==> config.mk <==
export PLATFORM = sky130hd
export DESIGN_NAME = chdiv_top
export DESIGN_NICKNAME = d
export VERILOG_FILES = /design/src/chdiv_pkg.sv /design/src/chdiv_top.sv
export SDC_FILE = /design/constraint.sdc
export NUM_CORES = 1
export LEC_CHECK = 0
export ABC_AREA = 1
export BUFFER_PORTS_ARGS = -buffer_cell sky130_fd_sc_hd__buf_2
export CAP_MARGIN = 10
export CELL_PAD_IN_SITES_DETAIL_PLACEMENT = 1
export CELL_PAD_IN_SITES_GLOBAL_PLACEMENT = 1
export CORE_MARGIN = 2
export CORE_UTILIZATION = 37
export DETAILED_ROUTE_END_ITERATION = 10
export MAX_ROUTING_LAYER = met4
export PLACE_DENSITY_LB_ADDON = 0.1
export SLEW_MARGIN = 20
export SYNTH_ARGS = -nofsm -noshare
export SYNTH_HDL_FRONTEND = slang
export SYNTH_SLANG_ARGS = --single-unit
==> constraint.sdc <==
create_clock -name ref_clk -period 1.5 [get_ports ref_clk]
set_input_delay 0.15 -clock ref_clk [delete_from_list [all_inputs] [get_ports ref_clk]]
set_output_delay 0.15 -clock ref_clk [all_outputs]
set_load 0.03 [all_outputs]
==> src/chdiv_pkg.sv <==
// Summary of operation
// - The low phase lasts the low-count field plus one input cycles, and channel 0's field resets to 7.
// - The high phase lasts the high-count field plus one input cycles, and channel 0's field resets to 7.
// - Bypass stops the divider and passes the external clock straight to the divider output.
// - With ignore-sync clear the divider obeys the chip sync signal, and with it set the signal is disregarded.
// - Force drives the output low when clear or to the start level when set, and only while ignore-sync is set.
// - Force has no effect while bypassed, since bypass takes priority.
// - The start-level bit picks whether the divided clock starts low (0) or high (1).
// - A four-bit phase offset, in input cycles and resetting to zero, delays the output timing.
// - Channel power-down puts all three outputs of the channel into a safe off state.
// - Direct route sends the oscillator (select 10b) or the external clock (00b) to the outputs, and 01b does nothing.
// - Duty correction is on when its disable bit is 0 and off when it is 1.
// - Channel 1 uses the same low-count encoding as channel 0, and its field resets to 3.
// - Channel 1's high-count field resets to 3, giving four high cycles.
package chdiv_pkg;
  localparam logic [8:0] CHDIV_OFF_PHASE0 = 9'h190;
  localparam logic [8:0] CHDIV_OFF_CTRL0 = 9'h191;
  localparam logic [8:0] CHDIV_OFF_ROUTE0 = 9'h192;
  localparam logic [8:0] CHDIV_OFF_PHASE1 = 9'h193;
  localparam logic [7:0] CHDIV_RST_PHASE0 = 8'h77;
  localparam logic [7:0] CHDIV_RST_CTRL0 = 8'h00;
  localparam logic [7:0] CHDIV_RST_ROUTE0 = 8'h00;
  localparam logic [7:0] CHDIV_RST_PHASE1 = 8'h33;
  localparam logic [7:0] CHDIV_ROUTE_MASK = 8'h07;
  localparam logic [1:0] CHDIV_SRC_OSC = 2'h2;
  localparam logic [1:0] CHDIV_SRC_EXT = 2'h0;
  localparam int CHDIV_BIT_BYPASS = 7;
  localparam int CHDIV_BIT_IGNSYNC = 6;
  localparam int CHDIV_BIT_FORCE = 5;
  localparam int CHDIV_BIT_START = 4;
  localparam int CHDIV_BIT_PDOWN = 2;
  localparam int CHDIV_BIT_DIRECT = 1;
  localparam int CHDIV_BIT_NODCC = 0;

  typedef struct packed {
    logic wr;
    logic rd;
    logic [8:0] addr;
    logic [7:0] wdata;
  } chdiv_req_s;

  typedef struct packed {
    logic [2:0] pins;
    logic [2:0] pins_en;
  } chdiv_out_s;

  typedef enum logic [1:0] {
    CHDIV_DELAY = 2'b00,
    CHDIV_LOW = 2'b01,
    CHDIV_HIGH = 2'b11
  } chdiv_state_e;
endpackage : chdiv_pkg

==> src/chdiv_top.sv <==
`timescale 1ns/1ps
module chdiv_top
  import chdiv_pkg::*;
(
  input wire logic ref_clk,
  input wire logic rst_n,
  input wire chdiv_pkg::chdiv_req_s req,
  input wire logic [1:0] src_select,
  input wire logic sync_n,
  input wire logic osc_level,
  input wire logic ext_level,
  output logic [7:0] rdata,
  output chdiv_pkg::chdiv_out_s outs,
  output logic div_out,
  output logic duty_correction,
  output logic ch1_low_count_dbg
);
  import chdiv_pkg::*;

  ////////////////////////////////////////////////////////////////////////////
  // registers
  logic [7:0] phase0;
  logic [7:0] ctrl0;
  logic [7:0] route0;
  logic [7:0] phase1;

  always_ff @(posedge ref_clk)
  begin
    if (!rst_n)
    begin
      phase0 <= CHDIV_RST_PHASE0;
      ctrl0 <= CHDIV_RST_CTRL0;
      route0 <= CHDIV_RST_ROUTE0;
      phase1 <= CHDIV_RST_PHASE1;
    end
    else if (req.wr)
    begin
      unique case (req.addr)
        CHDIV_OFF_PHASE0: phase0 <= req.wdata;
        CHDIV_OFF_CTRL0: ctrl0 <= req.wdata;
        CHDIV_OFF_ROUTE0: route0 <= req.wdata & CHDIV_ROUTE_MASK;
        CHDIV_OFF_PHASE1: phase1 <= req.wdata;
        default: ;
      endcase
    end
  end

  always_ff @(posedge ref_clk)
  begin
    if (!rst_n)
    begin
      rdata <= 8'h00;
    end
    else if (req.rd)
    begin
      unique case (req.addr)
        CHDIV_OFF_PHASE0: rdata <= phase0;
        CHDIV_OFF_CTRL0: rdata <= ctrl0;
        CHDIV_OFF_ROUTE0: rdata <= route0;
        CHDIV_OFF_PHASE1: rdata <= phase1;
        default: rdata <= 8'h00;
      endcase
    end
  end

  ////////////////////////////////////////////////////////////////////////////
  // sync input synchroniser and falling-edge detect
  logic sync_m;
  logic sync_s;
  logic sync_d;
  always_ff @(posedge ref_clk)
  begin
    if (!rst_n)
    begin
      sync_m <= 1'b1;
      sync_s <= 1'b1;
      sync_d <= 1'b1;
    end
    else
    begin
      sync_m <= sync_n;
      sync_s <= sync_m;
      sync_d <= sync_s;
    end
  end
  logic sync_evt;
  assign sync_evt = sync_d & ~sync_s & ~ctrl0[CHDIV_BIT_IGNSYNC];

  ////////////////////////////////////////////////////////////////////////////
  // divider counter
  chdiv_state_e state;
  logic [3:0] cnt;
  logic level;
  logic [3:0] low_n;
  logic [3:0] high_n;
  assign low_n = phase0[7:4];
  assign high_n = phase0[3:0];

  always_ff @(posedge ref_clk)
  begin
    if (!rst_n || sync_evt)
    begin
      state <= CHDIV_DELAY;
      cnt <= ctrl0[3:0];
      level <= ctrl0[CHDIV_BIT_START];
    end
    else if (ctrl0[CHDIV_BIT_BYPASS])
    begin
      cnt <= 4'h0;
    end
    else
    begin
      unique case (state)
        CHDIV_DELAY:
        begin
          if (cnt == 4'h0)
          begin
            state <= level ? CHDIV_HIGH : CHDIV_LOW;
            cnt <= level ? high_n : low_n;
          end
          else
            cnt <= cnt - 4'h1;
        end
        CHDIV_LOW:
        begin
          if (cnt == 4'h0)
          begin
            state <= CHDIV_HIGH;
            level <= 1'b1;
            cnt <= high_n;
          end
          else
            cnt <= cnt - 4'h1;
        end
        CHDIV_HIGH:
        begin
          if (cnt == 4'h0)
          begin
            state <= CHDIV_LOW;
            level <= 1'b0;
            cnt <= low_n;
          end
          else
            cnt <= cnt - 4'h1;
        end
        default:
          state <= CHDIV_DELAY;
      endcase
    end
  end

  ////////////////////////////////////////////////////////////////////////////
  // output selection
  logic next_div;
  logic next_pin;
  always_comb
  begin
    if (ctrl0[CHDIV_BIT_BYPASS])
      next_div = ext_level;
    else if (ctrl0[CHDIV_BIT_IGNSYNC])
      next_div = ctrl0[CHDIV_BIT_FORCE] ? ctrl0[CHDIV_BIT_START] : 1'b0;
    else
      next_div = level;
    next_pin = next_div;
    if (route0[CHDIV_BIT_DIRECT])
    begin
      if (src_select == CHDIV_SRC_OSC)
        next_pin = osc_level;
      else if (src_select == CHDIV_SRC_EXT)
        next_pin = ext_level;
    end
  end

  always_ff @(posedge ref_clk)
  begin
    if (!rst_n)
    begin
      div_out <= 1'b0;
      outs <= '0;
      duty_correction <= 1'b1;
      ch1_low_count_dbg <= 1'b0;
    end
    else
    begin
      div_out <= next_div;
      duty_correction <= ~route0[CHDIV_BIT_NODCC];
      ch1_low_count_dbg <= |phase1[7:4];
      if (route0[CHDIV_BIT_PDOWN])
        outs <= '0;
      else
        outs <= '{pins: {3{next_pin}}, pins_en: 3'b111};
    end
  end

  ////////////////////////////////////////////////////////////////////////////
  // checks
  chk_pdown_safe: assert property (@(posedge ref_clk) disable iff (!rst_n)
    route0[CHDIV_BIT_PDOWN] |=> outs == '0)
    else $error("power-down left outputs enabled");
  chk_dcc_follow: assert property (@(posedge ref_clk) disable iff (!rst_n)
    route0[CHDIV_BIT_NODCC] |=> !duty_correction)
    else $error("duty correction not disabled");
  chk_force_low: assert property (@(posedge ref_clk) disable iff (!rst_n)
    ctrl0[CHDIV_BIT_IGNSYNC] && !ctrl0[CHDIV_BIT_FORCE] && !ctrl0[CHDIV_BIT_BYPASS] |=> !div_out)
    else $error("forced output not low");
  chk_sync_restart: assert property (@(posedge ref_clk) disable iff (!rst_n)
    sync_evt |=> state == CHDIV_DELAY && cnt == $past(ctrl0[3:0]))
    else $error("sync did not restart counter");
  chk_low_to_high: assert property (@(posedge ref_clk) disable iff (!rst_n)
    state == CHDIV_LOW && cnt == 4'h0 && !sync_evt && !ctrl0[CHDIV_BIT_BYPASS]
    |=> state == CHDIV_HIGH && cnt == $past(high_n))
    else $error("high phase load wrong");
  chk_high_to_low: assert property (@(posedge ref_clk) disable iff (!rst_n)
    state == CHDIV_HIGH && cnt == 4'h0 && !sync_evt && !ctrl0[CHDIV_BIT_BYPASS]
    |=> state == CHDIV_LOW && cnt == $past(low_n))
    else $error("low phase load wrong");
  chk_ignore_sync: assert property (@(posedge ref_clk) disable iff (!rst_n)
    ctrl0[CHDIV_BIT_IGNSYNC] && sync_d && !sync_s && state != CHDIV_DELAY
    |=> state != CHDIV_DELAY)
    else $error("sync obeyed while ignored");
  chk_direct_osc: assert property (@(posedge ref_clk) disable iff (!rst_n)
    route0[CHDIV_BIT_DIRECT] && !route0[CHDIV_BIT_PDOWN] && src_select == CHDIV_SRC_OSC
    |=> outs.pins == {3{$past(osc_level)}})
    else $error("oscillator not routed");
  chk_bypass_follow: assert property (@(posedge ref_clk) disable iff (!rst_n)
    ctrl0[CHDIV_BIT_BYPASS] |=> div_out == $past(ext_level))
    else $error("bypass output does not follow input");
endmodule : chdiv_top

==> results of run 1 <==
cell families after synthesis:
family          after synthesis  share of synthesized area (%)
compound gates               84                           20.1
fa+ha+maj                     6                           2.93
xor+xnor                      1                          0.342
simple gates                128                           24.6
flops                        50                           41.0
buf+inv                      64                           11.0
through the flow:
| step | area, um2 | hold slack (ns) | power [uW] | std cells |
|---|---|---|---|---|
| after floorplan | 2570 | 0.257 | 2280 | 333 |
| after global routing | 3160 | 0.0266 | 4400 | 469 |
| final | 3160 | 0.0358 | 4110 | 469 |
| after detailed placement | 2910 | 0.350 | 2720 | 458 |
| after CTS | 3060 | 0.0330 | 3850 | 467 |
| after global placement | 2910 | 0.346 | 2660 | 458 |
critical path, stage by stage (launching register included):
cell and delay (ns):
edfxtp_1 0.41, inv_2 0.11, ha_4 0.17, nand2_8 0.08, buf_6 0.15, buf_4 0.13, o31ai_2 0.19
timing repair:
| action | in CTS | in global routing |
|---|---|---|
| pin swaps | 5 | 8 |
| gates resized for setup | 18 | 23 |
| buffers inserted | 1 | 2 |
| endpoints found under the setup margin | 7 | 7 |
routing by layer:
metal / routed length (um) / share of wire, %
met5: 0 / 0
met4: 107 / 1.6
met3: 202 / 3.0
met2: 3230 / 48
met1: 3230 / 48
cells in the final DEF (no fill, tap or decap), types with 2 or more instances in the layout:
master	Yosys	layout
a21oi_1	28	28
a21oi_2	2	2
buf_2	2	42
buf_4	4	16
buf_6	3	3
clkbuf_8	0	5
dfxtp_1	45	43
edfxtp_1	5	5
ha_1	6	2
ha_4	0	3
inv_1	48	43
inv_2	3	7
nand2_1	63	58
nand2_2	3	7
nand2_4	2	2
nand3_1	18	18
nand3_4	2	2
nor2_1	18	17
nor2_4	4	4
nor3_1	13	12
nor3_4	2	2
o211ai_1	10	10
o211ai_2	7	7
o21ai_0	32	25
o21ai_1	1	6
o21ai_2	2	4
or2_2	2	2
state kept, by name, summed over array words and instances (netlist names):
name and flops:
ch1_low_count_dbg 1, outs 2, phase1 8, sync_m 1, sync_s 1, cnt 4
level 1, phase0 8, duty_correction 1, div_out 1, ctrl0 8, rdata 8
sync_d 1, route0 3, state 2
power groups by stage:
stage / clock network (uW) / registers [uW] / logic [uW]
2_1_floorplan: 0 / 1560 / 722
3_5_place_dp: 0 / 1540 / 1180
6_report: 961 / 1540 / 1610
4_1_cts: 988 / 1520 / 1340
5_1_grt: 1030 / 1560 / 1810
3_3_place_gp: 0 / 1540 / 1120
path summary, 6_finish.rpt:
kind              from               to  slack, ns  cells past startpoint
max             cnt[0]            level      -0.04                      6
min             sync_n           sync_m       0.04                      2
max reg2reg     cnt[0]            level      -0.04                      6
min reg2reg  route0[0]  duty_correction       0.40                      1
layout make-up:
cell class                 instances  area, um2  share of cell area, %
multi-input combinational        219       1330                   42.2
sequential                        50       1060                   33.4
timing repair buffer              61        364                   11.5
inverter                          51        194                   6.14
tap                               80        100                   3.17
clock buffer                       6       72.6                   2.30
clock inverter                     2       38.8                   1.23
==> results.yml, run 1 <==
outcome:
  status: "complete, but fails checks"
  violations: "setup timing"
cts:
  h-tree-depth: 2
  clkTransAtPathRegs_ns: 0.09
  cts_inserted_buffers: 5
  cts_tree: "yes"
  cts-root-buf: "clkbuf_8"
  cts_buffer_depth: 2
  clkSinkCount: 50
  cts_hold_buf: 0
  clk_latency_ns: 0.30
cells_and_area:
  nFillCells: 855
  layout-drive-gt1-share_pct: 30.8
  area_growth_pct: 23.1
  final_core_util_pct: 46.7
  antennaDiodeCount: 0
  fin_nets: 420
timing:
  clock_skew_ns: 0.00868
  maxSlewViolCount: 0
  fmax_ghz: 0.651
  setup_violations: 3
  fin_ws_ns: -0.0357
  fin_tns_setup_ns: -0.0876
  max-slew-margin-rel_pct: 73.6
  fin_crit_sh_pct: 102
  grt_setup_unrepaired: "yes"
  hold_viol: 0
  period_minus_slack_ns: 1.54
  tightest_slew_ns: 0.395
grt:
  grt_antenna_before_repair: 0
  grt_overflow_total: 0
  grt_pass1_vias: 2348
  grt_max_degree: 29
  global_route.usage.met1_pct: 25.4
  grt_use_total_pct: 19.5
  grt_pass1_wl_mm: 11.4
  use_met2_pct: 31.3
  use_met3_pct: 3.79
  grt.busiest_layer: "met2"
setup_path:
  end_kind: "flop"
  worstPathRequired_ns: 1.50
  start_kind: "flop"
  crit_fanout: 8
  arrival_ns: 1.54
  critical_path_class: "reg2reg"
power:
  p_sw_share_pct: 34.5
  intPower_uw: 2690
  irDropWorstVdd_mv: 0.527
  p_leak_uw: 0.00148
  p_seq_share_pct: 37.4
  p_switching_uw: 1420
  clkPwrFrac_pct: 23.4
  comb_power_share_pct: 39.2
  powerDensity_mw_per_mm2: 1300
logic_synthesis:
  async_flop_share_pct: 0
  synth_area_leaders: "dfxtp_1, nand2_1, inv_1, o21ai_0, edfxtp_1"
  yosys.area.top_type: "dfxtp_1"
  post-synth-top-count-cell: "nand2_1"
  synth_top_area_share_pct: 35.1
  synth_flop_cell: "dfxtp_1"
  synth_edf_count: 5
  synth_common_cells: "nand2_1, inv_1, dfxtp_1"
  ys_types: 31
  syn_inst: 333
  synth_area_mm2: 0.00256
  ys_seq_elements: 50
  ys_seq_area_share_pct: 41.0
  synth_area_per_cell_um2: 7.70
  synth_warnings: 0
  syn-num-nets: 365
placed_design:
  io_buffers: 42
  gp_congestion: 0.796
  place_ws_ns: -0.208
  dp_hpwl_mm: 5.30
die:
  num_io_pins: 43
  dieHeight_um: 87.3
  die_area_mm2: 0.00761
  fp.dieW_um: 87.3
  rows: 30
  coreArea_mm2: 0.00676
  start_util_pct: 38.0
drt:
  vias: 2328
  wire_per_inst_um: 14.4
  firstDrtPassIters: 4
  drt-total-wl_mm: 6.77
  drt_iter0_drc: 126
  routed_via_density: 4.96
  ant_nets: 0
  drc: 0
run:
  max-cap-violations: 0
min_path:
  hold_path.class: "in2reg"
Note: power is estimated with default switching activity, not from simulation.
==> inputs of run 2 (changes only) <==
HOLD_SLACK_MARGIN = 0.08   (was unset)
SKIP_CTS_REPAIR_TIMING = 1   (was unset)
==> results.yml, run 2 (synthesized netlist as in run 1, its figures left out) <==
timing:
  tightest_slew_ns: 0.396
  max-slew-margin-rel_pct: 73.6
  fin_crit_sh_pct: 99.5
  grt_setup_unrepaired: "yes"
  period_minus_slack_ns: 1.49
  fmax_ghz: 0.670
  clock_skew_ns: 0.00822
  hold_viol: 0
  maxSlewViolCount: 0
  setup_violations: 0
cts:
  clk_latency_ns: 0.30
  cts-root-buf: "clkbuf_8"
  h-tree-depth: 2
  cts_tree: "yes"
  clkSinkCount: 50
  cts_buffer_depth: 2
  clkTransAtPathRegs_ns: 0.09
  cts_inserted_buffers: 5
setup_path:
  worstPathRequired_ns: 1.56
  rr_startpoint: "cnt[1]"
  crit_fanout: 14
  arrival_ns: 1.55
  timing.reg2reg.worst_path_depth: 7
  r2r_slack_ns: 0.008
  critical_path_class: "reg2reg"
  crit-reg2reg-capture: "cnt[0]"
  end_kind: "flop"
  start_kind: "flop"
  startpoint: "cnt[1]"
min_path:
  hold_path.class: "in2reg"
  min_path_cells: 3
  hp-start: "req[7]"
  holdPathEnd: "phase0[7]"
cells_and_area:
  fin_nets: 420
  layout-drive-gt1-share_pct: 29.0
  area_growth_pct: 22.5
  nFillCells: 860
  final_common_cell: "nand2_1"
  antennaDiodeCount: 0
  layout_common_cells: "nand2_1, inv_1, dfxtp_1, buf_2, a21oi_1"
  finalInstanceArea_mm2: 0.00314
die:
  coreArea_mm2: 0.00676
  dieHeight_um: 87.3
  die_area_mm2: 0.00761
  start_util_pct: 38.0
  rows: 30
  fp.dieW_um: 87.3
  num_io_pins: 43
grt:
  use_met2_pct: 31.1
  use_met3_pct: 3.79
  grt_max_degree: 29
  grt_pass1_wl_mm: 11.4
  grt.busiest_layer: "met2"
  grt_pass1_vias: 2336
  global_route.usage.met1_pct: 25.2
  grt_antenna_before_repair: 0
  grt_use_total_pct: 19.4
  grt_overflow_total: 0
power:
  total_power_uw: 4000
  irDropWorstVdd_mv: 0.528
  p_leak_uw: 0.00147
  powerDensity_mw_per_mm2: 1270
drt:
  vias: 2318
  firstDrtPassIters: 4
  drc: 0
  drt-total-wl_mm: 6.69
  ant_nets: 0
  wire_per_inst_um: 14.3
  drt_iter0_drc: 106
  routed_via_density: 4.94
placed_design:
  placed_area_mm2: 0.00291
  gp_congestion: 0.796
  dp_hpwl_mm: 5.30
  io_buffers: 42
run:
  max-cap-violations: 0
outcome:
  status: "complete, no violations"
run 2: power by group:
part	switching (uW)	internal, uW
sequential	68.4	1470
clock	459	502
combinational	835	663
run 2: critical path, cell delays in order (launching register included):
cell,delay [ns]
edfxtp_1,0.41
inv_2,0.08
ha_2,0.23
nand2_8,0.10
o21ai_0,0.20
a21oi_1,0.09
nand2_1,0.07
o21ai_0,0.07
run 2: metrics by stage:
step                      hold WS, ns  setup TNS (ns)  utilization, %  instances  setup slack, ns
after floorplan                 0.257               0               -        333           0.0171
after global placement          0.346          -0.345            43.0        458           -0.112
after detailed placement        0.350          -0.938            43.0        458           -0.208
after CTS                      0.0330           -1.06            44.6        466           -0.222
after global routing            0.105          -0.678            46.5        469           -0.150
final                           0.104               0            46.5        469          0.00803
run 2: worst max-delay path by stage:
stage          slack [ns]      to  cells after the start
5_1_grt             -0.15  cnt[2]                      7
6_report            0.008  cnt[0]                      7
3_5_place_dp        -0.21  cnt[1]                      8
4_1_cts             -0.22  cnt[1]                      8
2_1_floorplan        0.02  cnt[0]                      8
3_3_place_gp        -0.11  cnt[0]                      8
run 2: per-layer routing:
layer  share of wire [%]  routed length (um)
met5                   0                   0
met4                 1.6                 107
met3                 3.5                 232
met2                  48                3190
met1                  47                3160
run 2: cell type report:
cell class / count / area, um2 / area share, %
Tap cell: 80 / 100 / 3.18
Timing Repair Buffer: 61 / 362 / 11.5
Inverter: 51 / 191 / 6.09
Clock inverter: 2 / 38.8 / 1.23
Clock buffer: 6 / 72.6 / 2.31
Multi-Input combinational cell: 219 / 1320 / 42.1
Sequential cell: 50 / 1060 / 33.6
==> inputs of run 3 (changes only) <==
CELL_PAD_IN_SITES_DETAIL_PLACEMENT = unset   (was 1)
CELL_PAD_IN_SITES_GLOBAL_PLACEMENT = unset   (was 1)
CORE_UTILIZATION = 50   (was 37)
PLACE_DENSITY = 0.75   (was unset)
PLACE_DENSITY_LB_ADDON = unset   (was 0.1)
==> results.yml, run 3 (synthesized netlist as in run 1, its figures left out) <==
cts:
  h-tree-depth: 2
  cts_inserted_buffers: 5
  clk_latency_ns: 0.31
  cts-root-buf: "clkbuf_8"
  clkSinkCount: 50
  cts_buffer_depth: 2
  cts_tree: "yes"
  clkTransAtPathRegs_ns: 0.09
timing:
  fmax_ghz: 0.684
  fin_ws_ns: 0.0371
  setup_violations: 0
  grt_setup_unrepaired: "yes"
  hold-worst-slack_ns: 0.126
  max-slew-margin-rel_pct: 78.3
  fin_tns_setup_ns: 0
  clock_skew_ns: 0.00837
  fin_crit_sh_pct: 97.5
  period_minus_slack_ns: 1.46
  hold_viol: 0
  tightest_slew_ns: 0.325
  maxSlewViolCount: 0
drt:
  vias: 2401
  drt_iter0_drc: 236
  wire_per_inst_um: 12.8
  drc: 0
  drt-total-wl_mm: 5.88
  routed_via_density: 5.22
  ant_nets: 0
  firstDrtPassIters: 4
die:
  fp.dieW_um: 75.6
  coreArea_mm2: 0.00504
  dieHeight_um: 75.6
  num_io_pins: 43
  die_area_mm2: 0.00572
  rows: 26
  start_util_pct: 50.9
min_path:
  hold_path.class: "in2reg"
  holdPathEnd: "ctrl0[5]"
  hp-start: "req[5]"
  min_path_cells: 3
outcome:
  status: "complete, no violations"
cells_and_area:
  fin_nets: 421
  final_core_util_pct: 62.1
  multi_input_area_mm2: 0.00133
  final_common_cell: "nand2_1"
  nFillCells: 431
  regArea_mm2: 0.00105
  layout_common_cells: "nand2_1, dfxtp_1, inv_1, buf_2"
  antennaDiodeCount: 0
  layout-drive-gt1-share_pct: 30.3
  area_growth_pct: 22.0
  final_cells: 460
power:
  powerDensity_mw_per_mm2: 1260
  p_leak_uw: 0.00148
  irDropWorstVdd_mv: 0.584
run:
  max-cap-violations: 0
setup_path:
  timing.reg2reg.worst_path_depth: 9
  end_kind: "flop"
  rr_startpoint: "cnt[1]"
  start_kind: "flop"
  arrival_ns: 1.52
  crit-reg2reg-capture: "cnt[2]"
  worstPathRequired_ns: 1.56
  r2r_slack_ns: 0.04
  crit_fanout: 3
  critical_path_class: "reg2reg"
grt:
  grt_pass1_wl_mm: 9.34
  grt_antenna_before_repair: 0
  grt_max_degree: 30
  grt_overflow_total: 0
  grt_pass1_vias: 2057
  grt_use_total_pct: 22.2
placed_design:
  dp_hpwl_mm: 4.32
  gp_congestion: 0.891
  placed_cells: 447
  io_buffers: 42
  place_ws_ns: -0.211
==> run 3: cell count changes in the layout (fill, tap and decap cells not counted), sizes merged <==
cell / previous run / this run
buf: 59 / 60
clkbuf: 6 / 7
bufinv: 1 / 0
dlygate4sd3: 2 / 1
inv: 51 / 52
clkinv: 1 / 0
nand2: 68 / 69
==> run 3: per-layer routing <==
| layer | vias to the layer above | track usage, % | routed length [um] |
|---|---|---|---|
| met2 | 70 | 35.1 | 2880 |
| met3 | 14 | 3.97 | 296 |
| met4 | 0 | 7.21 | 109 |
| li1 | 1207 | - | - |
| met1 | 1110 | 28.9 | 2600 |
| met5 | - | - | 0 |
==> run 3: area by class of cell <==
cell class | instances | area share [%]
Multi-Input combinational cell | 220 | 42.5
Sequential cell | 50 | 33.7
Timing Repair Buffer | 61 | 11.6
Inverter | 51 | 6.12
Clock buffer | 7 | 3.12
Tap cell | 70 | 2.80
Clock inverter | 1 | 0.200
==> run 3: per-stage QoR <==
stage	power, uW	instance area [um2]
floorplan	2280	2570
global placement	2590	2890
detailed placement	2650	2890
CTS	3520	2990
global route	4180	3130
finish	3940	3130
==> run 3: where the power goes <==
group / internal, uW / switching, uW / total, uW
combinational: 670 / 846 / 1520
clock: 432 / 446 / 878
sequential: 1470 / 77.6 / 1540
total: 2570 / 1370 / 3940
==> run 3: worst max-delay path, stage by stage (launching register included) <==
cell      delay, ns
edfxtp_1       0.40
inv_2          0.10
buf_6          0.10
ha_4           0.13
xnor2_2        0.11
nand2_2        0.08
o211ai_1       0.09
nand3_1        0.09
nand2_1        0.06
o21ai_1        0.05
==> run 3: worst max-delay path by stage <==
stage | to | cells after the start | from
2_1_floorplan | cnt[0] | 8 | cnt[0]
3_3_place_gp | cnt[0] | 8 | cnt[0]
3_5_place_dp | cnt[1] | 8 | cnt[0]
4_1_cts | cnt[1] | 8 | cnt[0]
5_1_grt | cnt[0] | 7 | cnt[1]
6_report | cnt[2] | 9 | cnt[1]
